$ cat config.mk
export PLATFORM = sky130hd
export DESIGN_NAME = opct_top
export DESIGN_NICKNAME = d
export VERILOG_FILES = /design/src/core/opct_pkg.sv /design/src/core/opct_edge_if.sv /design/src/core/opct_edge_filter.sv /design/src/core/opct_prescaler.sv /design/src/core/opct_top.sv
export SDC_FILE = /design/constraint.sdc
export NUM_CORES = 1
export LEC_CHECK = 0
export ABC_AREA = 0
export BUFFER_PORTS_ARGS = -buffer_cell sky130_fd_sc_hd__buf_4
export CAP_MARGIN = 40
export CORE_UTILIZATION = 25
export CTS_CLUSTER_DIAMETER = 60
export CTS_CLUSTER_SIZE = 28
export DETAILED_ROUTE_END_ITERATION = 12
export PLACE_DENSITY = 0.43
export REMOVE_ABC_BUFFERS = 1
export SLEW_MARGIN = 0
export SYNTH_ARGS = -nofsm -noshare
export SYNTH_HDL_FRONTEND = slang
export SYNTH_SLANG_ARGS = --single-unit
$ cat constraint.sdc
create_clock -name mclk -period 2.3 [get_ports mclk]
set_input_delay 0.46 -clock mclk [delete_from_list [all_inputs] [get_ports mclk]]
set_output_delay 0.46 -clock mclk [all_outputs]
set_load 0.05 [all_outputs]
$ cat src/core/opct_pkg.sv
// constants, modes and types shared by the one-shot pulse / capture timer
// assumes a single clock domain (mclk) and an active-low asynchronous reset
package opct_pkg;

	// ---------------------------------------------------------------
	// widths and counter values
	// ---------------------------------------------------------------
	localparam int CNT_W = 16;
	typedef logic [CNT_W-1:0] opct_cnt_t;
	localparam opct_cnt_t CNT_ZERO = 16'h0000;
	localparam opct_cnt_t CNT_ONE = 16'h0001;
	localparam opct_cnt_t CNT_MAX = 16'hffff;

	// ---------------------------------------------------------------
	// operating modes, edge selections and prescaler settings
	// ---------------------------------------------------------------
	// order fixes the two-bit encoding: stop is the all-zero code
	typedef enum logic [1:0] {MODE_STOP, MODE_EDGE_CLR, MODE_FREE, MODE_MATCH_CLR} opct_mode_e;
	typedef enum logic [1:0] {EDGE_FALL, EDGE_RISE, EDGE_NONE, EDGE_BOTH} opct_edge_e;
	typedef enum logic [1:0] {SRC_DIV1, SRC_DIV2, SRC_DIV4, SRC_DIV8} opct_src_e;

	localparam int PRESC_W = 3;
	typedef logic [PRESC_W-1:0] opct_presc_t;
	localparam opct_presc_t PRESC_ZERO = 3'h0;
	localparam opct_presc_t PRESC_ONE = 3'h1;
	localparam opct_presc_t PRESC_LAST_DIV1 = 3'h0;
	localparam opct_presc_t PRESC_LAST_DIV2 = 3'h1;
	localparam opct_presc_t PRESC_LAST_DIV4 = 3'h3;
	localparam opct_presc_t PRESC_LAST_DIV8 = 3'h7;

	// ---------------------------------------------------------------
	// one-shot sequencing
	// ---------------------------------------------------------------
	typedef enum logic [1:0] {OS_IDLE, OS_WAIT, OS_PULSE} opct_os_e;

endpackage

$ cat src/core/opct_edge_if.sv
// carrier between the timer core and one trigger-input edge filter
// assumes both ends sit on mclk
`timescale 1ns/1ps
interface opct_edge_if;
	import opct_pkg::*;
	logic pin;
	logic sample_en;
	logic run;
	logic [1:0] edge_sel;
	logic valid_edge;
	modport filt (input pin, input sample_en, input run, input edge_sel, output valid_edge);
	modport ctrl (output pin, output sample_en, output run, output edge_sel, input valid_edge);
endinterface

$ cat src/core/opct_edge_filter.sv
// trigger pin synchroniser, two-sample noise filter and valid-edge detector
// assumes pin is asynchronous to mclk; sample_en comes from mclk logic
`timescale 1ns/1ps
module opct_edge_filter
	import opct_pkg::*;
(
	input wire logic mclk,
	input wire logic rstn,
	opct_edge_if.filt eif
);
	logic sync1_r;
	logic sync2_r;
	logic smp_r;
	logic lvl_r;
	logic seen_r;
	logic edge_r;
	logic accept;
	logic want;

	always_ff @(posedge mclk or negedge rstn) begin
		if (!rstn) begin
			sync1_r <= 1'b0;
			sync2_r <= 1'b0;
		end else begin
			sync1_r <= eif.pin;
			sync2_r <= sync1_r;
		end
	end

	// a new level counts only after two equal samples in a row
	assign accept = eif.run && eif.sample_en && (smp_r == sync2_r) && (sync2_r != lvl_r);

	always_comb begin
		case (opct_edge_e'(eif.edge_sel))
			EDGE_FALL: want = !sync2_r;
			EDGE_RISE: want = sync2_r;
			EDGE_BOTH: want = 1'b1;
			default: want = 1'b0;
		endcase
	end

	always_ff @(posedge mclk or negedge rstn) begin
		if (!rstn) begin
			smp_r <= 1'b0;
		end else if (eif.sample_en || !eif.run) begin
			smp_r <= sync2_r;
		end
	end

	// level starts low: a pin already high shows a rising edge at first enable only;
	// once enabled, a stopped timer keeps tracking quietly so restarts see no edge
	always_ff @(posedge mclk or negedge rstn) begin
		if (!rstn) begin
			lvl_r <= 1'b0;
			seen_r <= 1'b0;
		end else begin
			if (eif.run) begin
				seen_r <= 1'b1;
			end
			if (accept || (!eif.run && seen_r)) begin
				lvl_r <= sync2_r;
			end
		end
	end

	always_ff @(posedge mclk or negedge rstn) begin
		if (!rstn) begin
			edge_r <= 1'b0;
		end else begin
			edge_r <= accept && want;
		end
	end

	assign eif.valid_edge = edge_r;
endmodule

$ cat src/core/opct_prescaler.sv
// count-clock generator: rise and fall phase pulses of the selected count clock
// assumes run drops to zero whenever the timer is stopped
`timescale 1ns/1ps
module opct_prescaler
	import opct_pkg::*;
(
	input wire logic mclk,
	input wire logic rstn,
	input wire logic run,
	input wire logic [1:0] src_sel,
	output logic rise,
	output logic fall
);
	opct_presc_t div_r;
	opct_presc_t last;
	opct_presc_t half;

	always_comb begin
		case (opct_src_e'(src_sel))
			SRC_DIV1: last = PRESC_LAST_DIV1;
			SRC_DIV2: last = PRESC_LAST_DIV2;
			SRC_DIV4: last = PRESC_LAST_DIV4;
			default: last = PRESC_LAST_DIV8;
		endcase
		// widen first: for the divide-by-eight setting last + 1 does not fit in three bits
		half = opct_presc_t'(({1'b0, last} + {1'b0, PRESC_ONE}) >> 1);
	end

	// divider is held at zero while stopped, so the first rise phase comes in the first running cycle
	always_ff @(posedge mclk or negedge rstn) begin
		if (!rstn) begin
			div_r <= PRESC_ZERO;
		end else if (!run || div_r == last) begin
			div_r <= PRESC_ZERO;
		end else begin
			div_r <= div_r + PRESC_ONE;
		end
	end

	assign rise = run && (div_r == PRESC_ZERO);
	assign fall = run && (div_r == (half & last));
endmodule

$ cat src/core/opct_top.sv
// 16-bit timer core: one-shot pulse output, capture/compare, overflow flag
// assumes control bits come from software logic on mclk; pins are asynchronous
//
// Function
// RL1: external trigger edge launches a one-shot pulse
// RL2: trigger edge: rising, falling or both
// RL3: trigger clears, starts counter; B match activates
// RL4: A match then deactivates the output
// RL5: if B above A, roles swap; never equal
// RL6: no new trigger edge during a pulse
// RL7: no new software trigger during a pulse
// RL8: both compare values nonzero before one-shot use
// RL9: counter runs as soon as mode leaves stop
// RL10: first match may slip one count clock
// RL11: compare contents undefined after timer stop
// RL12: change edge selection only while stopped
// RL13: external trigger stays live in software one-shot
// RL14: all-ones compare A: wrap sets overflow flag
// RL15: clear before next count is overridden
// RL16: capture beats concurrent read; read undefined
// RL17: one-shot only in free-run or edge-clear modes
// RL18: trigger as count clock blocks its captures
// RL19: capture pulse longer than two count clocks
// RL20: capture on fall, request on next rise
// RL21: high pin detected rising only at first enable
// RL22: two-sample filter; sampling clock depends on use
`timescale 1ns/1ps
module opct_top
	import opct_pkg::*;
(
	input wire logic mclk,
	input wire logic rstn,
	input wire logic trigger_capture_input_a,
	input wire logic trigger_capture_input_b,
	output logic pulse_output_pin,
	input wire logic [1:0] op_mode,
	input wire logic [1:0] edge_select_a,
	input wire logic [1:0] edge_select_b,
	input wire logic [1:0] count_src_sel,
	input wire logic count_src_ext,
	input wire logic capture_a_en,
	input wire logic capture_b_en,
	input wire logic out_enable,
	input wire logic out_active_low,
	input wire logic oneshot_en,
	input wire logic software_oneshot_trigger,
	input wire logic compare_a_wr,
	input wire logic [15:0] compare_a_wdata,
	input wire logic compare_b_wr,
	input wire logic [15:0] compare_b_wdata,
	input wire logic compare_a_rd,
	input wire logic compare_b_rd,
	output logic [15:0] compare_a_rdata,
	output logic [15:0] compare_b_rdata,
	output logic [15:0] main_counter,
	output logic overflow_flag,
	input wire logic overflow_clr,
	output logic match_irq_a,
	output logic match_irq_b
);

	// ---------------------------------------------------------------
	// state
	// ---------------------------------------------------------------
	opct_mode_e mode;
	opct_os_e os_state_r;
	opct_os_e os_state_nxt;
	opct_cnt_t cnt_r;
	opct_cnt_t compare_reg_a_r;
	opct_cnt_t compare_reg_b_r;
	opct_cnt_t cnt_out_r;
	opct_cnt_t rdata_a_r;
	opct_cnt_t rdata_b_r;
	logic ovf_r;
	logic ovf_hold_r;
	logic pin_r;
	logic irq_a_r;
	logic irq_b_r;
	logic cap_pend_a_r;
	logic cap_pend_b_r;
	logic irq_pend_a_r;
	logic irq_pend_b_r;

	logic run;
	logic presc_rise;
	logic presc_fall;
	logic edge_a;
	logic edge_b;
	logic cnt_tick;
	logic os_allowed;
	logic restart;
	logic wrap;
	logic match_a;
	logic match_b;
	logic b_first;
	logic on_match;
	logic off_match;
	logic pulse_level;
	logic cap_a_now;
	logic cap_b_now;
	logic cap_trig_a_ok;

	assign mode = opct_mode_e'(op_mode);
	assign run = (mode != MODE_STOP); // RL9

	// ---------------------------------------------------------------
	// count clock and trigger inputs
	// ---------------------------------------------------------------
	opct_edge_if eif_a ();
	opct_edge_if eif_b ();

	opct_prescaler u_presc (
		.mclk(mclk),
		.rstn(rstn),
		.run(run),
		.src_sel(count_src_sel),
		.rise(presc_rise),
		.fall(presc_fall)
	);

	// as count clock the pin is sampled every mclk, as a trigger at the count clock
	assign eif_a.pin = trigger_capture_input_a;
	assign eif_a.sample_en = count_src_ext ? 1'b1 : presc_rise; // RL22
	assign eif_a.run = run;
	assign eif_a.edge_sel = edge_select_a; // RL2
	assign eif_b.pin = trigger_capture_input_b;
	assign eif_b.sample_en = presc_rise; // RL22
	assign eif_b.run = run;
	assign eif_b.edge_sel = edge_select_b;

	// edge selection is taken live; a change while running applies from the next accepted level change
	opct_edge_filter u_filt_a (
		.mclk(mclk),
		.rstn(rstn),
		.eif(eif_a)
	); // RL21

	opct_edge_filter u_filt_b (
		.mclk(mclk),
		.rstn(rstn),
		.eif(eif_b)
	);

	assign edge_a = eif_a.valid_edge;
	assign edge_b = eif_b.valid_edge;

	// ---------------------------------------------------------------
	// counter
	// ---------------------------------------------------------------
	// counting starts with the divider, held at zero while stopped, so the first tick comes at once
	assign cnt_tick = run && (count_src_ext ? edge_a : presc_rise); // RL10
	assign os_allowed = oneshot_en && (mode == MODE_FREE || mode == MODE_EDGE_CLR); // RL17

	// the pin trigger stays live even when the software trigger is in use
	assign restart = run && ((edge_a && !count_src_ext
			&& (mode == MODE_EDGE_CLR || os_allowed)) // RL1 RL13
		|| (software_oneshot_trigger && os_allowed));

	assign match_a = cnt_tick && (cnt_r == compare_reg_a_r);
	assign match_b = cnt_tick && (cnt_r == compare_reg_b_r);

	// match-clear mode only wraps when compare A holds all ones
	assign wrap = cnt_tick && !restart && (cnt_r == CNT_MAX)
		&& (mode != MODE_MATCH_CLR || compare_reg_a_r == CNT_MAX); // RL14

	always_ff @(posedge mclk or negedge rstn) begin
		if (!rstn) begin
			cnt_r <= CNT_ZERO;
		end else if (!run || restart) begin
			cnt_r <= CNT_ZERO; // RL3
		end else if (cnt_tick) begin
			if (mode == MODE_MATCH_CLR && cnt_r == compare_reg_a_r) begin
				cnt_r <= CNT_ZERO;
			end else begin
				cnt_r <= cnt_r + CNT_ONE;
			end
		end
	end

	// ---------------------------------------------------------------
	// overflow flag
	// ---------------------------------------------------------------
	// hold covers the window between the wrap and the count reaching one
	always_ff @(posedge mclk or negedge rstn) begin
		if (!rstn) begin
			ovf_hold_r <= 1'b0;
		end else if (wrap) begin
			ovf_hold_r <= 1'b1;
		end else if (!run || cnt_tick || restart) begin
			ovf_hold_r <= 1'b0;
		end
	end

	always_ff @(posedge mclk or negedge rstn) begin
		if (!rstn) begin
			ovf_r <= 1'b0;
		end else if (wrap || ovf_hold_r) begin
			ovf_r <= 1'b1; // RL14 RL15
		end else if (overflow_clr) begin
			ovf_r <= 1'b0;
		end
	end

	// ---------------------------------------------------------------
	// one-shot sequencing
	// ---------------------------------------------------------------
	// the smaller compare value opens the pulse, the larger one closes it
	assign b_first = (compare_reg_b_r < compare_reg_a_r);
	assign on_match = b_first ? match_b : match_a; // RL3 RL5
	assign off_match = b_first ? match_a : match_b; // RL4 RL5

	always_comb begin
		os_state_nxt = os_state_r;
		case (os_state_r)
			OS_IDLE: begin
				os_state_nxt = OS_IDLE;
			end
			OS_WAIT: begin
				if (on_match) begin
					os_state_nxt = OS_PULSE;
				end
			end
			OS_PULSE: begin
				if (off_match) begin
					os_state_nxt = OS_IDLE;
				end
			end
			default: begin
				os_state_nxt = OS_IDLE;
			end
		endcase
		// a retrigger mid-pulse restarts the sequence; the source should not do this
		if (restart && os_allowed) begin
			os_state_nxt = OS_WAIT; // RL1 RL6 RL7
		end
		if (!os_allowed) begin
			os_state_nxt = OS_IDLE;
		end
	end

	always_ff @(posedge mclk or negedge rstn) begin
		if (!rstn) begin
			os_state_r <= OS_IDLE;
		end else begin
			os_state_r <= os_state_nxt;
		end
	end

	// ---------------------------------------------------------------
	// pulse output pin
	// ---------------------------------------------------------------
	assign pulse_level = (os_state_r == OS_PULSE);

	always_ff @(posedge mclk or negedge rstn) begin
		if (!rstn) begin
			pin_r <= 1'b0;
		end else begin
			pin_r <= out_enable && (pulse_level ^ out_active_low);
		end
	end

	// ---------------------------------------------------------------
	// capture and compare registers
	// ---------------------------------------------------------------
	// pin A as count clock cannot also serve as a capture trigger
	assign cap_trig_a_ok = !count_src_ext; // RL18
	assign cap_a_now = capture_a_en && cap_pend_a_r && presc_fall; // RL20
	assign cap_b_now = capture_b_en && cap_pend_b_r && presc_fall; // RL20

	// register A captures on pin B edges, register B on pin A edges
	always_ff @(posedge mclk or negedge rstn) begin
		if (!rstn) begin
			cap_pend_a_r <= 1'b0;
			cap_pend_b_r <= 1'b0;
		end else begin
			if (edge_b && capture_a_en && run) begin
				cap_pend_a_r <= 1'b1;
			end else if (presc_fall || !run || !capture_a_en) begin
				cap_pend_a_r <= 1'b0;
			end
			if (edge_a && capture_b_en && cap_trig_a_ok && run) begin
				cap_pend_b_r <= 1'b1; // RL18
			end else if (presc_fall || !run || !capture_b_en) begin
				cap_pend_b_r <= 1'b0;
			end
		end
	end

	// contents are left as they stand when the timer stops; no retention is promised
	always_ff @(posedge mclk or negedge rstn) begin
		if (!rstn) begin
			compare_reg_a_r <= CNT_ZERO;
		end else if (cap_a_now) begin
			compare_reg_a_r <= cnt_r; // RL16
		end else if (compare_a_wr) begin
			compare_reg_a_r <= compare_a_wdata; // RL11
		end
	end

	always_ff @(posedge mclk or negedge rstn) begin
		if (!rstn) begin
			compare_reg_b_r <= CNT_ZERO;
		end else if (cap_b_now) begin
			compare_reg_b_r <= cnt_r; // RL16
		end else if (compare_b_wr) begin
			compare_reg_b_r <= compare_b_wdata; // RL11
		end
	end

	// a read that meets a capture returns the old word, which software must discard
	always_ff @(posedge mclk or negedge rstn) begin
		if (!rstn) begin
			rdata_a_r <= CNT_ZERO;
			rdata_b_r <= CNT_ZERO;
		end else begin
			if (compare_a_rd) begin
				rdata_a_r <= compare_reg_a_r; // RL16
			end
			if (compare_b_rd) begin
				rdata_b_r <= compare_reg_b_r; // RL16
			end
		end
	end

	// ---------------------------------------------------------------
	// match and capture requests
	// ---------------------------------------------------------------
	always_ff @(posedge mclk or negedge rstn) begin
		if (!rstn) begin
			irq_pend_a_r <= 1'b0;
			irq_pend_b_r <= 1'b0;
		end else begin
			if (cap_a_now) begin
				irq_pend_a_r <= 1'b1;
			end else if (presc_rise || !run) begin
				irq_pend_a_r <= 1'b0;
			end
			if (cap_b_now) begin
				irq_pend_b_r <= 1'b1;
			end else if (presc_rise || !run) begin
				irq_pend_b_r <= 1'b0;
			end
		end
	end

	always_ff @(posedge mclk or negedge rstn) begin
		if (!rstn) begin
			irq_a_r <= 1'b0;
			irq_b_r <= 1'b0;
		end else begin
			irq_a_r <= (!capture_a_en && match_a) || (irq_pend_a_r && presc_rise); // RL20
			irq_b_r <= (!capture_b_en && match_b) || (irq_pend_b_r && presc_rise); // RL20
		end
	end

	// ---------------------------------------------------------------
	// registered status outputs
	// ---------------------------------------------------------------
	always_ff @(posedge mclk or negedge rstn) begin
		if (!rstn) begin
			cnt_out_r <= CNT_ZERO;
		end else begin
			cnt_out_r <= cnt_r;
		end
	end

	assign pulse_output_pin = pin_r;
	assign compare_a_rdata = rdata_a_r;
	assign compare_b_rdata = rdata_b_r;
	assign main_counter = cnt_out_r;
	assign overflow_flag = ovf_r;
	assign match_irq_a = irq_a_r;
	assign match_irq_b = irq_b_r;

endmodule

* Word level (Yosys, flattened, before mapping) *
Index checks and enable logic that the tools add are counted.

word-level totals
  register bits = 121
  bits of input ports = 56
  output and inout bits = 52
  logic and storage cells = 167

cells by class
  add/sub/neg operators = 3
  order comparisons = 1
  equal/unequal tests = 24
  muxes and demuxes = 31
  bitwise logic cells = 2
  reduce and logical (&&, ||, !) cells = 78

operators by type and width
  cell                                                                      number
  16-bit two-way mux                                                        7
  1-bit logical AND                                                         38
  16-bit == test                                                            2
  16-bit == test (second input constant)                                    2
  2-bit nonzero test                                                        10
  1-bit logical OR                                                          18
  16-bit by 1-bit adder with 16-bit output (second input constant)          1
  16-bit < comparator                                                       1
  1-bit two-way mux                                                         15
  2-bit == test (second input constant)                                     6
  2-bit by 1-bit == test with 1-bit output (second input constant)          5
  3-bit one-hot mux with 3 select lines                                     1
  2-bit two-way mux                                                         4
  1-bit logical NOT                                                         7
  3-bit == test                                                             2
  2-bit logical NOT                                                         3
  1-bit one-hot mux with 3 select lines                                     2
  3-bit by 1-bit adder with 4-bit output (second input constant)            1
  4-bit by 3-bit inequality test with 1-bit output (second input constant)  1
  4-bit inequality test (second input constant)                             1
  2-bit one-hot mux with 2 select lines                                     1
  3-bit by 1-bit adder with 3-bit output (second input constant)            1
  3-bit bitwise AND                                                         1
  3-bit logical NOT                                                         1
  other kinds (6)                                                           8

* Depth between registers and ports, before layout *
Gate-level depths: netlist of run 1.

  depth in word-level cells = 13
  depth in mapped cells = 9
  depth with buffers taken out = 8

* Modules after synthesis *
A second synthesis of run 1 with hierarchy kept.

unflattened totals
  cell total of the unflattened synthesis = 570
  area, all modules = 6203.4 µm²

modules (own cells, without submodules)
  module            times used  cells each  area each (µm²)  sequential area each (µm²)
  opct_top          1           500         5457.7           2677.6
  opct_edge_filter  2           22          254.0            150.1
  opct_prescaler    1           26          237.7            75.1

* Least setup slack after synthesis of run 1 *
No wires, ideal clock.

  path type = input to register
  from = in op_mode[0]
  to = reg os_state_r[1]
  library setup time = 132 ps
  arrival time = 2279 ps
  required time = 2168 ps
  setup slack = -110 ps
  stages on the path = 8
  path buffers = 0
  path through = inv_1 -> ha_1 -> or3b_4 -> o22ai_4 -> nand4_2 -> or3_4 -> nor3b_1 -> or3b_1

between the ends
  longest elaborated chain between the ends = 10
  elaborated cells between the ends (all ways) = 23
  classes of those cells = 4 x eq/ne; 5 x mux; 14 x reduce/logical

RTL lines
  item                                                                                      RTL line                          source
  start, declared                                                                           opct_top.sv:36                    input wire logic [1:0] op_mode,
  2-bit == test / 2-bit by 1-bit == test with 1-bit output (equally long branches)          opct_top.sv:152, opct_top.sv:156
  1-bit logical OR                                                                          opct_top.sv:152                   assign os_allowed = oneshot_en && (mode == MODE_FREE || mode == MODE_EDGE_CLR);
  1-bit logical AND                                                                         opct_top.sv:152
  1-bit logical OR                                                                          opct_top.sv:156                   && (mode == MODE_EDGE_CLR || os_allowed))
  1-bit logical AND                                                                         opct_top.sv:156
  1-bit logical OR                                                                          opct_top.sv:157                   || (software_oneshot_trigger && os_allowed));
  1-bit logical AND                                                                         opct_top.sv:155                   assign restart = run && ((edge_a && !count_src_ext
  1-bit logical AND                                                                         opct_top.sv:233                   if (restart && os_allowed) begin
  4-bit by 3-bit inequality test with 1-bit output (no line), or another cell as far along  n/a
  2-bit AND reduction (no line) / 2-bit two-way mux (equally long branches)                 n/a
  end signal, assigned                                                                      opct_top.sv:245                   os_state_r <= os_state_nxt;
  end, declared                                                                             opct_top.sv:66                    opct_os_e os_state_r;

Parallel ways exist; a longest one is shown, timed or not.
A chain may end at the register's enable or synchronous reset.

* Worst setup path in the final report of run 1 *
  from = reg compare_reg_b_r[4]
  to = reg os_state_r[1]

between the ends
  longest elaborated chain between the ends = 5
  elaborated cells between the ends (all ways) = 8
  classes of those cells = 1 x order compare; 3 x eq/ne; 2 x mux; 2 x reduce/logical

RTL lines
  item                                                         RTL line         source
  start, declared                                              opct_top.sv:70   opct_cnt_t compare_reg_b_r;
  start signal, assigned                                       opct_top.sv:304  compare_reg_b_r <= cnt_r;
  start signal, assigned                                       opct_top.sv:306  compare_reg_b_r <= compare_b_wdata;
  branches (longest 4 deep; another with 16-bit < comparator)  n/a
  2-bit AND reduction (no line) *                              n/a

Mark *: on every way between the ends.

==> results of run 1 <==
## layer usage
layer | vias to the layer above | GRT usage [%]
li1 | 2235 | -
met2 | 108 | 22.9
met1 | 2314 | 20.9
met3 | 7 | 2.79
met5 | - | 0
met4 | 0 | 4.94
## logic make-up after synthesis
logic type | count (synthesis) | share of synthesized area [%]
xor gates and xnor gates | 45 | 6.38
adders and majority gates | 21 | 4.26
AOI/OAI and AO/OA | 73 | 7.76
muxes | 85 | 16.2
and+or+nand+nor | 140 | 12.3
DFF | 121 | 49.0
buffers and inverters | 61 | 4.13
## per-stage QoR
step	total power [mW]	cells	setup WS (ns)
2_1_floorplan	3.68	515	-0.217
3_3_place_gp	4.50	1010	-0.141
3_5_place_dp	4.54	1010	-0.172
4_1_cts	7.25	1040	0.00777
5_1_grt	7.56	1041	-0.0216
6_report	7.19	1041	0.0439
## worst reg2reg max path, cell delays in order, from the launching register on
cell                      delay [ns]
sky130_fd_sc_hd__dfrtp_1        0.46
sky130_fd_sc_hd__xor2_1         0.19
sky130_fd_sc_hd__nor4_2         0.35
sky130_fd_sc_hd__buf_4          0.17
sky130_fd_sc_hd__nand4_2        0.10
sky130_fd_sc_hd__or3_4          0.35
sky130_fd_sc_hd__nor3b_1        0.14
sky130_fd_sc_hd__or3b_1         0.37
## registers in the layout, summed over array words and instances, names as in the netlist, 2 cells and up
| name | flops |
|---|---|
| cnt_r | 16 |
| compare_a_rdata | 16 |
| compare_b_rdata | 16 |
| compare_reg_a_r | 16 |
| compare_reg_b_r | 16 |
| main_counter | 16 |
| os_state_r | 2 |
| u_presc.div_r | 3 |
## final cells by class
class | count | area, sq um | area share (%)
clock buffers | 23 | 488 | 5.79
clock inverters | 7 | 92.6 | 1.10
inverters | 30 | 113 | 1.34
multi-input cells | 364 | 2950 | 35.1
flip-flops and latches | 121 | 3030 | 36.0
well taps | 324 | 405 | 4.81
repair buffers | 172 | 1340 | 15.9
## timing repair
action                                  in CTS  in global routing
resized for setup                            3                 12
pin swaps                                    0                  5
cloned                                       0                  0
buffers inserted                             0                  1
endpoints found under the setup margin       2                 11
## report_power, final
part / switching (mW) / internal, mW
Clock: 0.950 / 1.69
Combinational: 1.13 / 0.837
Sequential: 0.213 / 2.37
## worst max path at each step
stage,startpoint,end,cells past startpoint
global placement,op_mode[0],os_state_r[1],9
finish,compare_reg_b_r[4],os_state_r[1],7
global route,compare_reg_a_r[1],os_state_r[1],7
detailed placement,op_mode[0],os_state_r[1],9
CTS,u_presc.div_r[0],os_state_r[1],8
floorplan,op_mode[0],os_state_r[1],8
## synth_stat cells, types with 3 or more instances
cell / number
sky130_fd_sc_hd__dfrtp_1: 121
sky130_fd_sc_hd__mux2_2: 61
sky130_fd_sc_hd__nand2_1: 44
sky130_fd_sc_hd__xnor2_1: 31
sky130_fd_sc_hd__inv_1: 30
sky130_fd_sc_hd__o21ai_0: 27
sky130_fd_sc_hd__clkbuf_1: 24
sky130_fd_sc_hd__ha_1: 21
sky130_fd_sc_hd__nand4_1: 19
sky130_fd_sc_hd__nor2_1: 18
sky130_fd_sc_hd__a21oi_1: 16
sky130_fd_sc_hd__mux2_4: 14
sky130_fd_sc_hd__xor2_1: 14
sky130_fd_sc_hd__nor3_1: 11
sky130_fd_sc_hd__mux2i_1: 10
sky130_fd_sc_hd__nand3_1: 10
sky130_fd_sc_hd__a21o_1: 5
sky130_fd_sc_hd__and2_1: 5
sky130_fd_sc_hd__nor4_1: 5
sky130_fd_sc_hd__and3_1: 4
sky130_fd_sc_hd__nor3b_1: 4
sky130_fd_sc_hd__buf_2: 3
sky130_fd_sc_hd__buf_6: 3
sky130_fd_sc_hd__nand2b_1: 3
sky130_fd_sc_hd__nor2b_1: 3
==> impl_metrics.yaml, run 1 <==
layout:
  post-route-util_pct: 34.7
  finalNetCount: 783
  syn_to_final_growth_pct: 36.5
  antenna-diode-count: 0
  mostFrequentLayoutCell: "sky130_fd_sc_hd__buf_4"
  most-common-layout-cells: "168 x sky130_fd_sc_hd__buf_4, 119 x sky130_fd_sc_hd__dfrtp_1, 61 x sky130_fd_sc_hd__mux2_2"
  count_of_fill_cells_added_during_filler_insertion: 2489
  fraction_of_layout_cells_with_a_size_suffix_above_1_pct: 41.3
  final_cell_area_sq_um: 8420
sta:
  tns_ns: 0
  layout_min_cycle_time_ns: 2.26
  maxSlewHeadroom_pct: 63.8
  max_freq_ghz: 0.443
  worstMarginPinSlew_ns: 0.536
  setup_repair_after_global_routing_missed_its_margin: "yes"
  clock_skew_ns: 0.00514
  finalCritPeriodShare_pct: 98.1
  final-max-slew-violation-count: 0
  setup_viol: 0
  final_hold_viol_count: 0
  finalHoldWorstSlack_ns: 0.0266
routing:
  wirelength_met1_microns: 8710
  highest_metal_layer_used_by_the_detailed_router: "met4"
  drt-pass1-iter-count: 4
  met2RoutedLength_microns: 8310
  wire_per_inst_microns: 17.3
  drt_wl_total_microns: 18000
  routed-wl-met3_microns: 867
  drc: 0
  initialDrtViolationCount: 235
  vias_per_cell: 4.48
  routed-via-count: 4664
  routed_antenna_nets: 0
global_routing:
  first_global_vias: 4903
  largest_net_degree_at_the_start_of_global_routing: 50
  grt_pass1_wl_microns: 28700
  globalRoute.totalOverflow: 0
  antenna_violations_before_repair: 0
  grt.total_usage_pct: 14.9
worst_setup_path:
  cpMaxStageDelayCell: "sky130_fd_sc_hd__dfrtp_1"
  r2r_slack_ns: 0.04
  timing.rr.start: "compare_reg_b_r[4]"
  crit_fanout: 4
  slowest_delay_ns: 0.46
  timing.critical_path.max_delay_family: "simple AND/OR/NAND/NOR gates"
  crit_path_class: "flop to flop"
  r2r-end: "os_state_r[1]"
  critical_path_cell_sequence: "xor2_1 -> nor4_2 -> buf_4 -> nand4_2 -> or3_4 -> nor3b_1 -> or3b_1"
  cp-end-kind: "flop"
  worst-r2r-cell-count: 7
  worst_ep_required_time_ns: 2.58
  critical_path_buf_inv_count: 1
  arrival_ns: 2.54
  startpoint_type: "flop"
floorplan:
  core_area_sq_um: 24200
  die_width_microns: 159
  num_io_pins: 108
  die_outline_height_microns: 159
  design.die.area_sq_um: 25300
  starting_density_of_the_core_pct: 25.5
  fp-row-count: 57
clock_network:
  cts_inserted_buffers: 17
  clk_transition_reported_paths_ns: 0.06
  clockBufferDepth: 2
  clock-sinks: 121
  cts.htree.levels: 4
  ctsRootBufferMaster: "sky130_fd_sc_hd__clkbuf_16"
  worstSkewPairLatency_ns: 0.41
  tritoncts: "done"
  post_cts_hold_buffer_count: 0
yosys:
  yosysSeqAreaShare_pct: 49.0
  synth-async-reset-ratio_pct: 100
  synthesis.area_sq_um: 6170
  synth.area.top_cells: "sky130_fd_sc_hd__dfrtp_1 49%, sky130_fd_sc_hd__mux2_2 11%, sky130_fd_sc_hd__xnor2_1 4.4%, sky130_fd_sc_hd__ha_1 4.3%, sky130_fd_sc_hd__mux2_4 3.4%"
  postSynthCellCount: 546
  synth_top_flop_cell: "sky130_fd_sc_hd__dfrtp_1"
  synthDistinctLibCells: 57
  yosys_warnings: 0
  synth_edf_count: 0
  netlist.area_leader.share_pct: 49.0
  synth_area_leader_cell: "sky130_fd_sc_hd__dfrtp_1"
  synthesis.area_per_instance_sq_um: 11.3
  ys_ff_latch: 121
place:
  hpwlAfterDp_microns: 13800
  numPortBuffers: 107
  gp_congestion: 0.804
  post_dp_cell_area_sq_um: 7770
power_and_ir_drop:
  vdd.ir_drop.worst_v: 0.000423
  static-leakage-power_nw: 3.95
  pwr_per_cell_area_nw_per_um2: 854
min_path:
  hold_class: "input port to asynchronous set/reset pin"
outcome:
  run_status: "completed"
flow_run:
  maxCapViolCount: 0
(Power assumes the default switching activity.)
==> inputs of run 2 (changes only) <==
--- a/config.mk
+++ b/config.mk
@@ -6,13 +6,13 @@
 export NUM_CORES = 1
 export LEC_CHECK = 0
 export ABC_AREA = 0
-export BUFFER_PORTS_ARGS = -buffer_cell sky130_fd_sc_hd__buf_4
 export CAP_MARGIN = 40
 export CORE_UTILIZATION = 25
 export CTS_CLUSTER_DIAMETER = 60
 export CTS_CLUSTER_SIZE = 28
 export DETAILED_ROUTE_END_ITERATION = 12
-export PLACE_DENSITY = 0.43
+export DONT_BUFFER_PORTS = 1
+export PLACE_DENSITY = 0.4
 export REMOVE_ABC_BUFFERS = 1
 export SLEW_MARGIN = 0
 export SYNTH_ARGS = -nofsm -noshare
==> run 2 against run 1 <==
  * Largest cell class unchanged
  * Wire length down 3.2%
  * Core utilization down 3.5 points
  * Critical path type unchanged
  * Global-route usage down 0.77 points
  * Cell area down 10%
  * Sequential power up 16%
  * Hold slack worse by 0.28 ns
  * Critical path depth up 1
  * Clock-buffer cell count down 1
  * The run now ends with hold timing left
  * Via count down 8.3%
  * Highest routed layer is now met5
==> impl_metrics.yaml, run 2 (synthesis gave the netlist of run 1 again) <==
worst_setup_path:
  crit_path_class: "flop to flop"
  cp-end-kind: "flop"
  r2r_slack_ns: 0.02
  cpMaxStageDelayCell: "sky130_fd_sc_hd__dfrtp_1"
  r2r-end: "os_state_r[1]"
  worst_ep_required_time_ns: 2.58
  timing.rr.start: "u_presc.div_r[0]"
  arrival_ns: 2.56
  worst-r2r-cell-count: 8
  crit_fanout: 3
  timing.critical_path.max_delay_family: "simple AND/OR/NAND/NOR gates"
  critical_path_cell_sequence: "inv_2 -> ha_4 -> or3b_4 -> o22ai_4 -> nand4_2 -> or3_4 -> nor3b_1 -> or3b_1"
  critical_path_buf_inv_count: 1
  slowest_delay_ns: 0.39
  startpoint_type: "flop"
routing:
  drt_wl_total_microns: 17400
  initialDrtViolationCount: 169
  vias_per_cell: 4.58
  drt-pass1-iter-count: 4
  drc: 0
  routed-wl-met3_microns: 1420
  wire_per_inst_microns: 18.7
  wirelength_met1_microns: 8030
  met2RoutedLength_microns: 7770
  routed_antenna_nets: 0
  highest_metal_layer_used_by_the_detailed_router: "met5"
  routed-via-count: 4277
global_routing:
  first_global_vias: 4426
  largest_net_degree_at_the_start_of_global_routing: 122
  antenna_violations_before_repair: 5
  grt_pass1_wl_microns: 26800
  globalRoute.totalOverflow: 0
  grt.total_usage_pct: 14.1
power_and_ir_drop:
  finalPower_mw: 6.92
  vdd.ir_drop.worst_v: 0.000440
  pwr_per_cell_area_nw_per_um2: 914
  static-leakage-power_nw: 3.40
sta:
  finalCritPeriodShare_pct: 99.0
  clock_skew_ns: 0.00782
  max_freq_ghz: 0.439
  worstMarginPinSlew_ns: 0.529
  final-max-slew-violation-count: 0
  tns_ns: 0
  setup_viol: 0
  final_hold_viol_count: 121
  finalHoldWorstSlack_ns: -0.257
  layout_min_cycle_time_ns: 2.28
  worst_slack_ns: 0.0224
  maxSlewHeadroom_pct: 64.7
  setup_repair_after_global_routing_missed_its_margin: "yes"
layout:
  most-common-layout-cells: "117 x sky130_fd_sc_hd__dfrtp_1, 61 x sky130_fd_sc_hd__mux2_2, 60 x sky130_fd_sc_hd__buf_4"
  syn_to_final_growth_pct: 22.6
  post-route-util_pct: 31.2
  finalNetCount: 673
  fraction_of_layout_cells_with_a_size_suffix_above_1_pct: 30.4
  final-instance-count-excl-fill: 933
  final_cell_area_sq_um: 7570
  mostFrequentLayoutCell: "sky130_fd_sc_hd__dfrtp_1"
clock_network:
  cts.htree.levels: 4
  clk_transition_reported_paths_ns: 0.06
  tritoncts: "done"
  clockBufferDepth: 2
  ctsRootBufferMaster: "sky130_fd_sc_hd__clkbuf_16"
  worstSkewPairLatency_ns: 0.41
  clock-sinks: 121
  cts_inserted_buffers: 17
floorplan:
  core_area_sq_um: 24200
  starting_density_of_the_core_pct: 25.5
  die_outline_height_microns: 159
  design.die.area_sq_um: 25300
  die_width_microns: 159
  fp-row-count: 57
  num_io_pins: 108
outcome:
  run_status: "finished, violations left"
  failed_checks: "hold timing"
place:
  place.detailed.instances: 898
  post_dp_cell_area_sq_um: 6900
  gp_congestion: 0.789
  hpwlAfterDp_microns: 13300
  dp_slack_ns: -0.100
  numPortBuffers: 0
flow_run:
  maxCapViolCount: 0
min_path:
  hold_class: "input port to asynchronous set/reset pin"
## run 2: cell type report
class                           count  area, sq um
Timing Repair Buffer               62          490
Multi-Input combinational cell    364         2930
Sequential cell                   121         3030
Fill cell                        2464        16700
Inverter                           30          113
Clock buffer                       22          474
Clock inverter                      7          119
Antenna cell                        3         7.51
Tap cell                          324          405
## run 2: worst register-to-register path: cells and delay by family (launching register included)
| family | cells | cell delay [ns] |
|---|---|---|
| buffers and inverters | 1 | 0.07 |
| AOI/OAI and AO/OA | 1 | 0.17 |
| DFF | 1 | 0.39 |
| and+or+nand+nor | 5 | 1.36 |
| adders and majority gates | 1 | 0.14 |
## run 2: worst max path at each step
stage / from / endpoint / slack [ns] / cells after the start
2_1_floorplan: op_mode[0] / os_state_r[1] / -0.22 / 8
3_3_place_gp: op_mode[0] / os_state_r[1] / -0.04 / 8
3_5_place_dp: compare_reg_b_r[14] / os_state_r[1] / -0.10 / 7
4_1_cts: u_presc.div_r[1] / os_state_r[1] / 0.008 / 8
5_1_grt: u_presc.div_r[0] / os_state_r[1] / -0.05 / 8
6_report: u_presc.div_r[0] / os_state_r[1] / 0.02 / 8
## run 2: layer usage
metal / global-route usage [%] / up-vias
met1: 18.6 / 2114
li1: - / 2025
met3: 5.44 / 14
met4: 3.93 / 2
met5: 0 / -
met2: 21.4 / 122
## run 2: where the power goes
| group | leakage [nW] | switching (mW) | internal, mW |
|---|---|---|---|
| combinational | 1.60 | 0.574 | 0.616 |
| clock | 0.284 | 0.959 | 1.77 |
| sequential | 1.52 | 0.629 | 2.37 |
| total | 3.40 | 2.16 | 4.75 |
## run 2: what timing repair did
item | in CTS | in global routing
pin swaps | 1 | 3
buffers inserted | 0 | 3
gates resized for setup | 4 | 9
endpoints found under the hold margin | 121 | 121
setup endpoints to repair | 1 | 36
==> inputs of run 3 (changes only) <==
--- a/config.mk
+++ b/config.mk
@@ -7,12 +7,13 @@
 export LEC_CHECK = 0
 export ABC_AREA = 0
 export CAP_MARGIN = 40
+export CORE_ASPECT_RATIO = 1.4
 export CORE_UTILIZATION = 25
 export CTS_CLUSTER_DIAMETER = 60
 export CTS_CLUSTER_SIZE = 28
 export DETAILED_ROUTE_END_ITERATION = 12
 export DONT_BUFFER_PORTS = 1
-export PLACE_DENSITY = 0.4
+export PLACE_DENSITY = 0.38
 export REMOVE_ABC_BUFFERS = 1
 export SLEW_MARGIN = 0
 export SYNTH_ARGS = -nofsm -noshare
==> constraint.sdc (replaced) <==
create_clock -name mclk -period 2.82 [get_ports mclk]
set_input_delay 0.564 -clock mclk [delete_from_list [all_inputs] [get_ports mclk]]
set_output_delay 0.564 -clock mclk [all_outputs]
set_load 0.05 [all_outputs]
==> run 3 against run 2 <==
  * The run still ends with hold timing left
  * Largest cell class unchanged
  * Hold slack better by 0.098 ns
  * Cell count down 6.4%
  * Sequential cell count unchanged
  * Critical endpoint unchanged
  * Critical path type unchanged
  * First-iteration DRC count up 10%
  * Cell area down 4.6%
  * Non-clock buffer count down 45
  * Wire length up 4.4%
  * Die area about the same
  * Sequential share of layout area up 1.9 points
  * Clock skew up 0.0017 ns
==> impl_metrics.yaml, run 3 (synthesis gave the netlist of run 1 again) <==
routing:
  met2RoutedLength_microns: 9950
  drt_wl_total_microns: 18200
  wire_per_inst_microns: 20.8
  routed-wl-met3_microns: 897
  highest_metal_layer_used_by_the_detailed_router: "met5"
  drt-pass1-iter-count: 4
  routed_antenna_nets: 0
  drc: 0
  wirelength_met1_microns: 6890
  vias_per_cell: 4.73
  initialDrtViolationCount: 186
  routed-via-count: 4127
clock_network:
  tritoncts: "done"
  worstSkewPairLatency_ns: 0.42
  clock-sinks: 121
  clockBufferDepth: 2
  post_cts_resize_count: 0
  clk_transition_reported_paths_ns: 0.06
  cts_inserted_buffers: 17
  cts.htree.levels: 4
  ctsRootBufferMaster: "sky130_fd_sc_hd__clkbuf_16"
global_routing:
  antenna_violations_before_repair: 1
  globalRoute.totalOverflow: 0
  largest_net_degree_at_the_start_of_global_routing: 122
  grt_pass1_wl_microns: 27900
  grt.total_usage_pct: 15.3
  first_global_vias: 4424
worst_setup_path:
  timing.rr.start: "u_presc.div_r[0]"
  worst-r2r-cell-count: 8
  critical_path_cell_sequence: "inv_1 -> ha_1 -> or3b_4 -> o22ai_4 -> nand4_2 -> or3_4 -> nor3b_1 -> or3b_1"
  startpoint_type: "flop"
  r2r_slack_ns: 0.31
  crit_fanout: 8
  worst_ep_required_time_ns: 3.12
  timing.critical_path.max_delay_family: "simple AND/OR/NAND/NOR gates"
  slowest_delay_ns: 0.46
  r2r-end: "os_state_r[1]"
  crit_path_class: "flop to flop"
  cpMaxStageDelayCell: "sky130_fd_sc_hd__dfrtp_1"
  arrival_ns: 2.81
  critical_path_buf_inv_count: 1
  cp-end-kind: "flop"
power_and_ir_drop:
  pwr_per_cell_area_nw_per_um2: 799
  static-leakage-power_nw: 3.20
  vdd.ir_drop.worst_v: 0.000411
  finalPower_mw: 5.77
floorplan:
  starting_density_of_the_core_pct: 25.7
  core_area_sq_um: 24100
  fp-row-count: 67
  design.die.area_sq_um: 25300
  die_width_microns: 135
  die_outline_height_microns: 188
  num_io_pins: 108
sta:
  setup_repair_after_global_routing_missed_its_margin: "no"
  max_freq_ghz: 0.398
  layout_min_cycle_time_ns: 2.51
  tns_ns: 0
  worstMarginPinSlew_ns: 0.537
  finalHoldWorstSlack_ns: -0.159
  finalCritPeriodShare_pct: 89.0
  setup_viol: 0
  final-max-slew-violation-count: 0
  maxSlewHeadroom_pct: 63.7
  final_hold_viol_count: 121
  clock_skew_ns: 0.00948
place:
  gp_congestion: 0.777
  hpwlAfterDp_microns: 13500
  place.detailed.instances: 842
  numPortBuffers: 0
outcome:
  run_status: "finished, violations left"
  failed_checks: "hold timing"
min_path:
  hold_class: "input port to asynchronous set/reset pin"
flow_run:
  maxCapViolCount: 0
layout:
  count_of_fill_cells_added_during_filler_insertion: 2470
  finalNetCount: 628
  post-route-util_pct: 30.0
  antenna-diode-count: 0
  final-instance-count-excl-fill: 873
  syn_to_final_growth_pct: 16.9
  mostFrequentLayoutCell: "sky130_fd_sc_hd__dfrtp_1"
  fraction_of_layout_cells_with_a_size_suffix_above_1_pct: 23.4
  most-common-layout-cells: "121 x sky130_fd_sc_hd__dfrtp_1, 61 x sky130_fd_sc_hd__mux2_2, 44 x sky130_fd_sc_hd__nand2_1"
==> run 3: changes by cell type in the layout (fill, tap and decap cells not counted), sizes merged <==
cell / previous run / this run
buf: 62 / 17
clkbuf: 22 / 17
inv: 30 / 31
clkinv: 2 / 5
bufinv: 3 / 6
diode: 3 / 0
==> run 3: timing repair <==
action / 4_1_cts / 5_1_grt
endpoints found under the hold margin: 121 / 121
buffers inserted: 0 / 0
setup endpoints to repair: 0 / 0
==> run 3: layer usage <==
metal | vias to the layer above | global-route usage [%]
met5 | - | 0
met4 | 2 | 6.40
met3 | 22 | 4.49
met2 | 109 | 27.6
met1 | 2065 | 16.4
li1 | 1929 | -
==> run 3: how the worst max path moves through the flow <==
stage / start / endpoint / slack (ns) / depth (start not counted)
4_1_cts: u_presc.div_r[0] / os_state_r[1] / 0.29 / 8
3_3_place_gp: op_mode[0] / os_state_r[1] / 0.30 / 8
2_1_floorplan: op_mode[0] / os_state_r[1] / 0.20 / 8
6_report: u_presc.div_r[0] / os_state_r[1] / 0.31 / 8
5_1_grt: u_presc.div_r[0] / os_state_r[1] / 0.14 / 8
3_5_place_dp: op_mode[1] / os_state_r[1] / 0.22 / 8
==> run 3: where the power goes <==
part | switching (mW) | internal, mW
Combinational | 0.394 | 0.393
Clock | 0.849 | 1.66
Sequential | 0.544 | 1.93
Total | 1.79 | 3.98
==> run 3: per-stage QoR <==
step | setup WS [ns] | cell area, sq um
5_1_grt | 0.137 | 7220
4_1_cts | 0.291 | 7220
3_3_place_gp | 0.304 | 6550
3_5_place_dp | 0.216 | 6550
6_report | 0.310 | 7220
2_1_floorplan | 0.199 | 6030
==> run 3: worst reg2reg max path: cells and delay by family (launching register included) <==
family / cells / cell delay, ns
adder cells (fa/ha/maj): 1 / 0.18
buffers and inverters: 1 / 0.10
flip-flops: 1 / 0.46
AO/OA/AOI/OAI: 1 / 0.23
AND/OR/NAND/NOR: 5 / 1.42
==> run 3: area by class of cell <==
cell class | instances | area [sq um] | share of cell area [%]
Inverter | 30 | 113 | 1.56
Tap cell | 310 | 388 | 5.37
Clock inverter | 14 | 248 | 3.43
Sequential cell | 121 | 3030 | 41.9
Timing Repair Buffer | 17 | 128 | 1.77
Multi-Input combinational cell | 364 | 2890 | 40.0
Clock buffer | 17 | 425 | 5.89
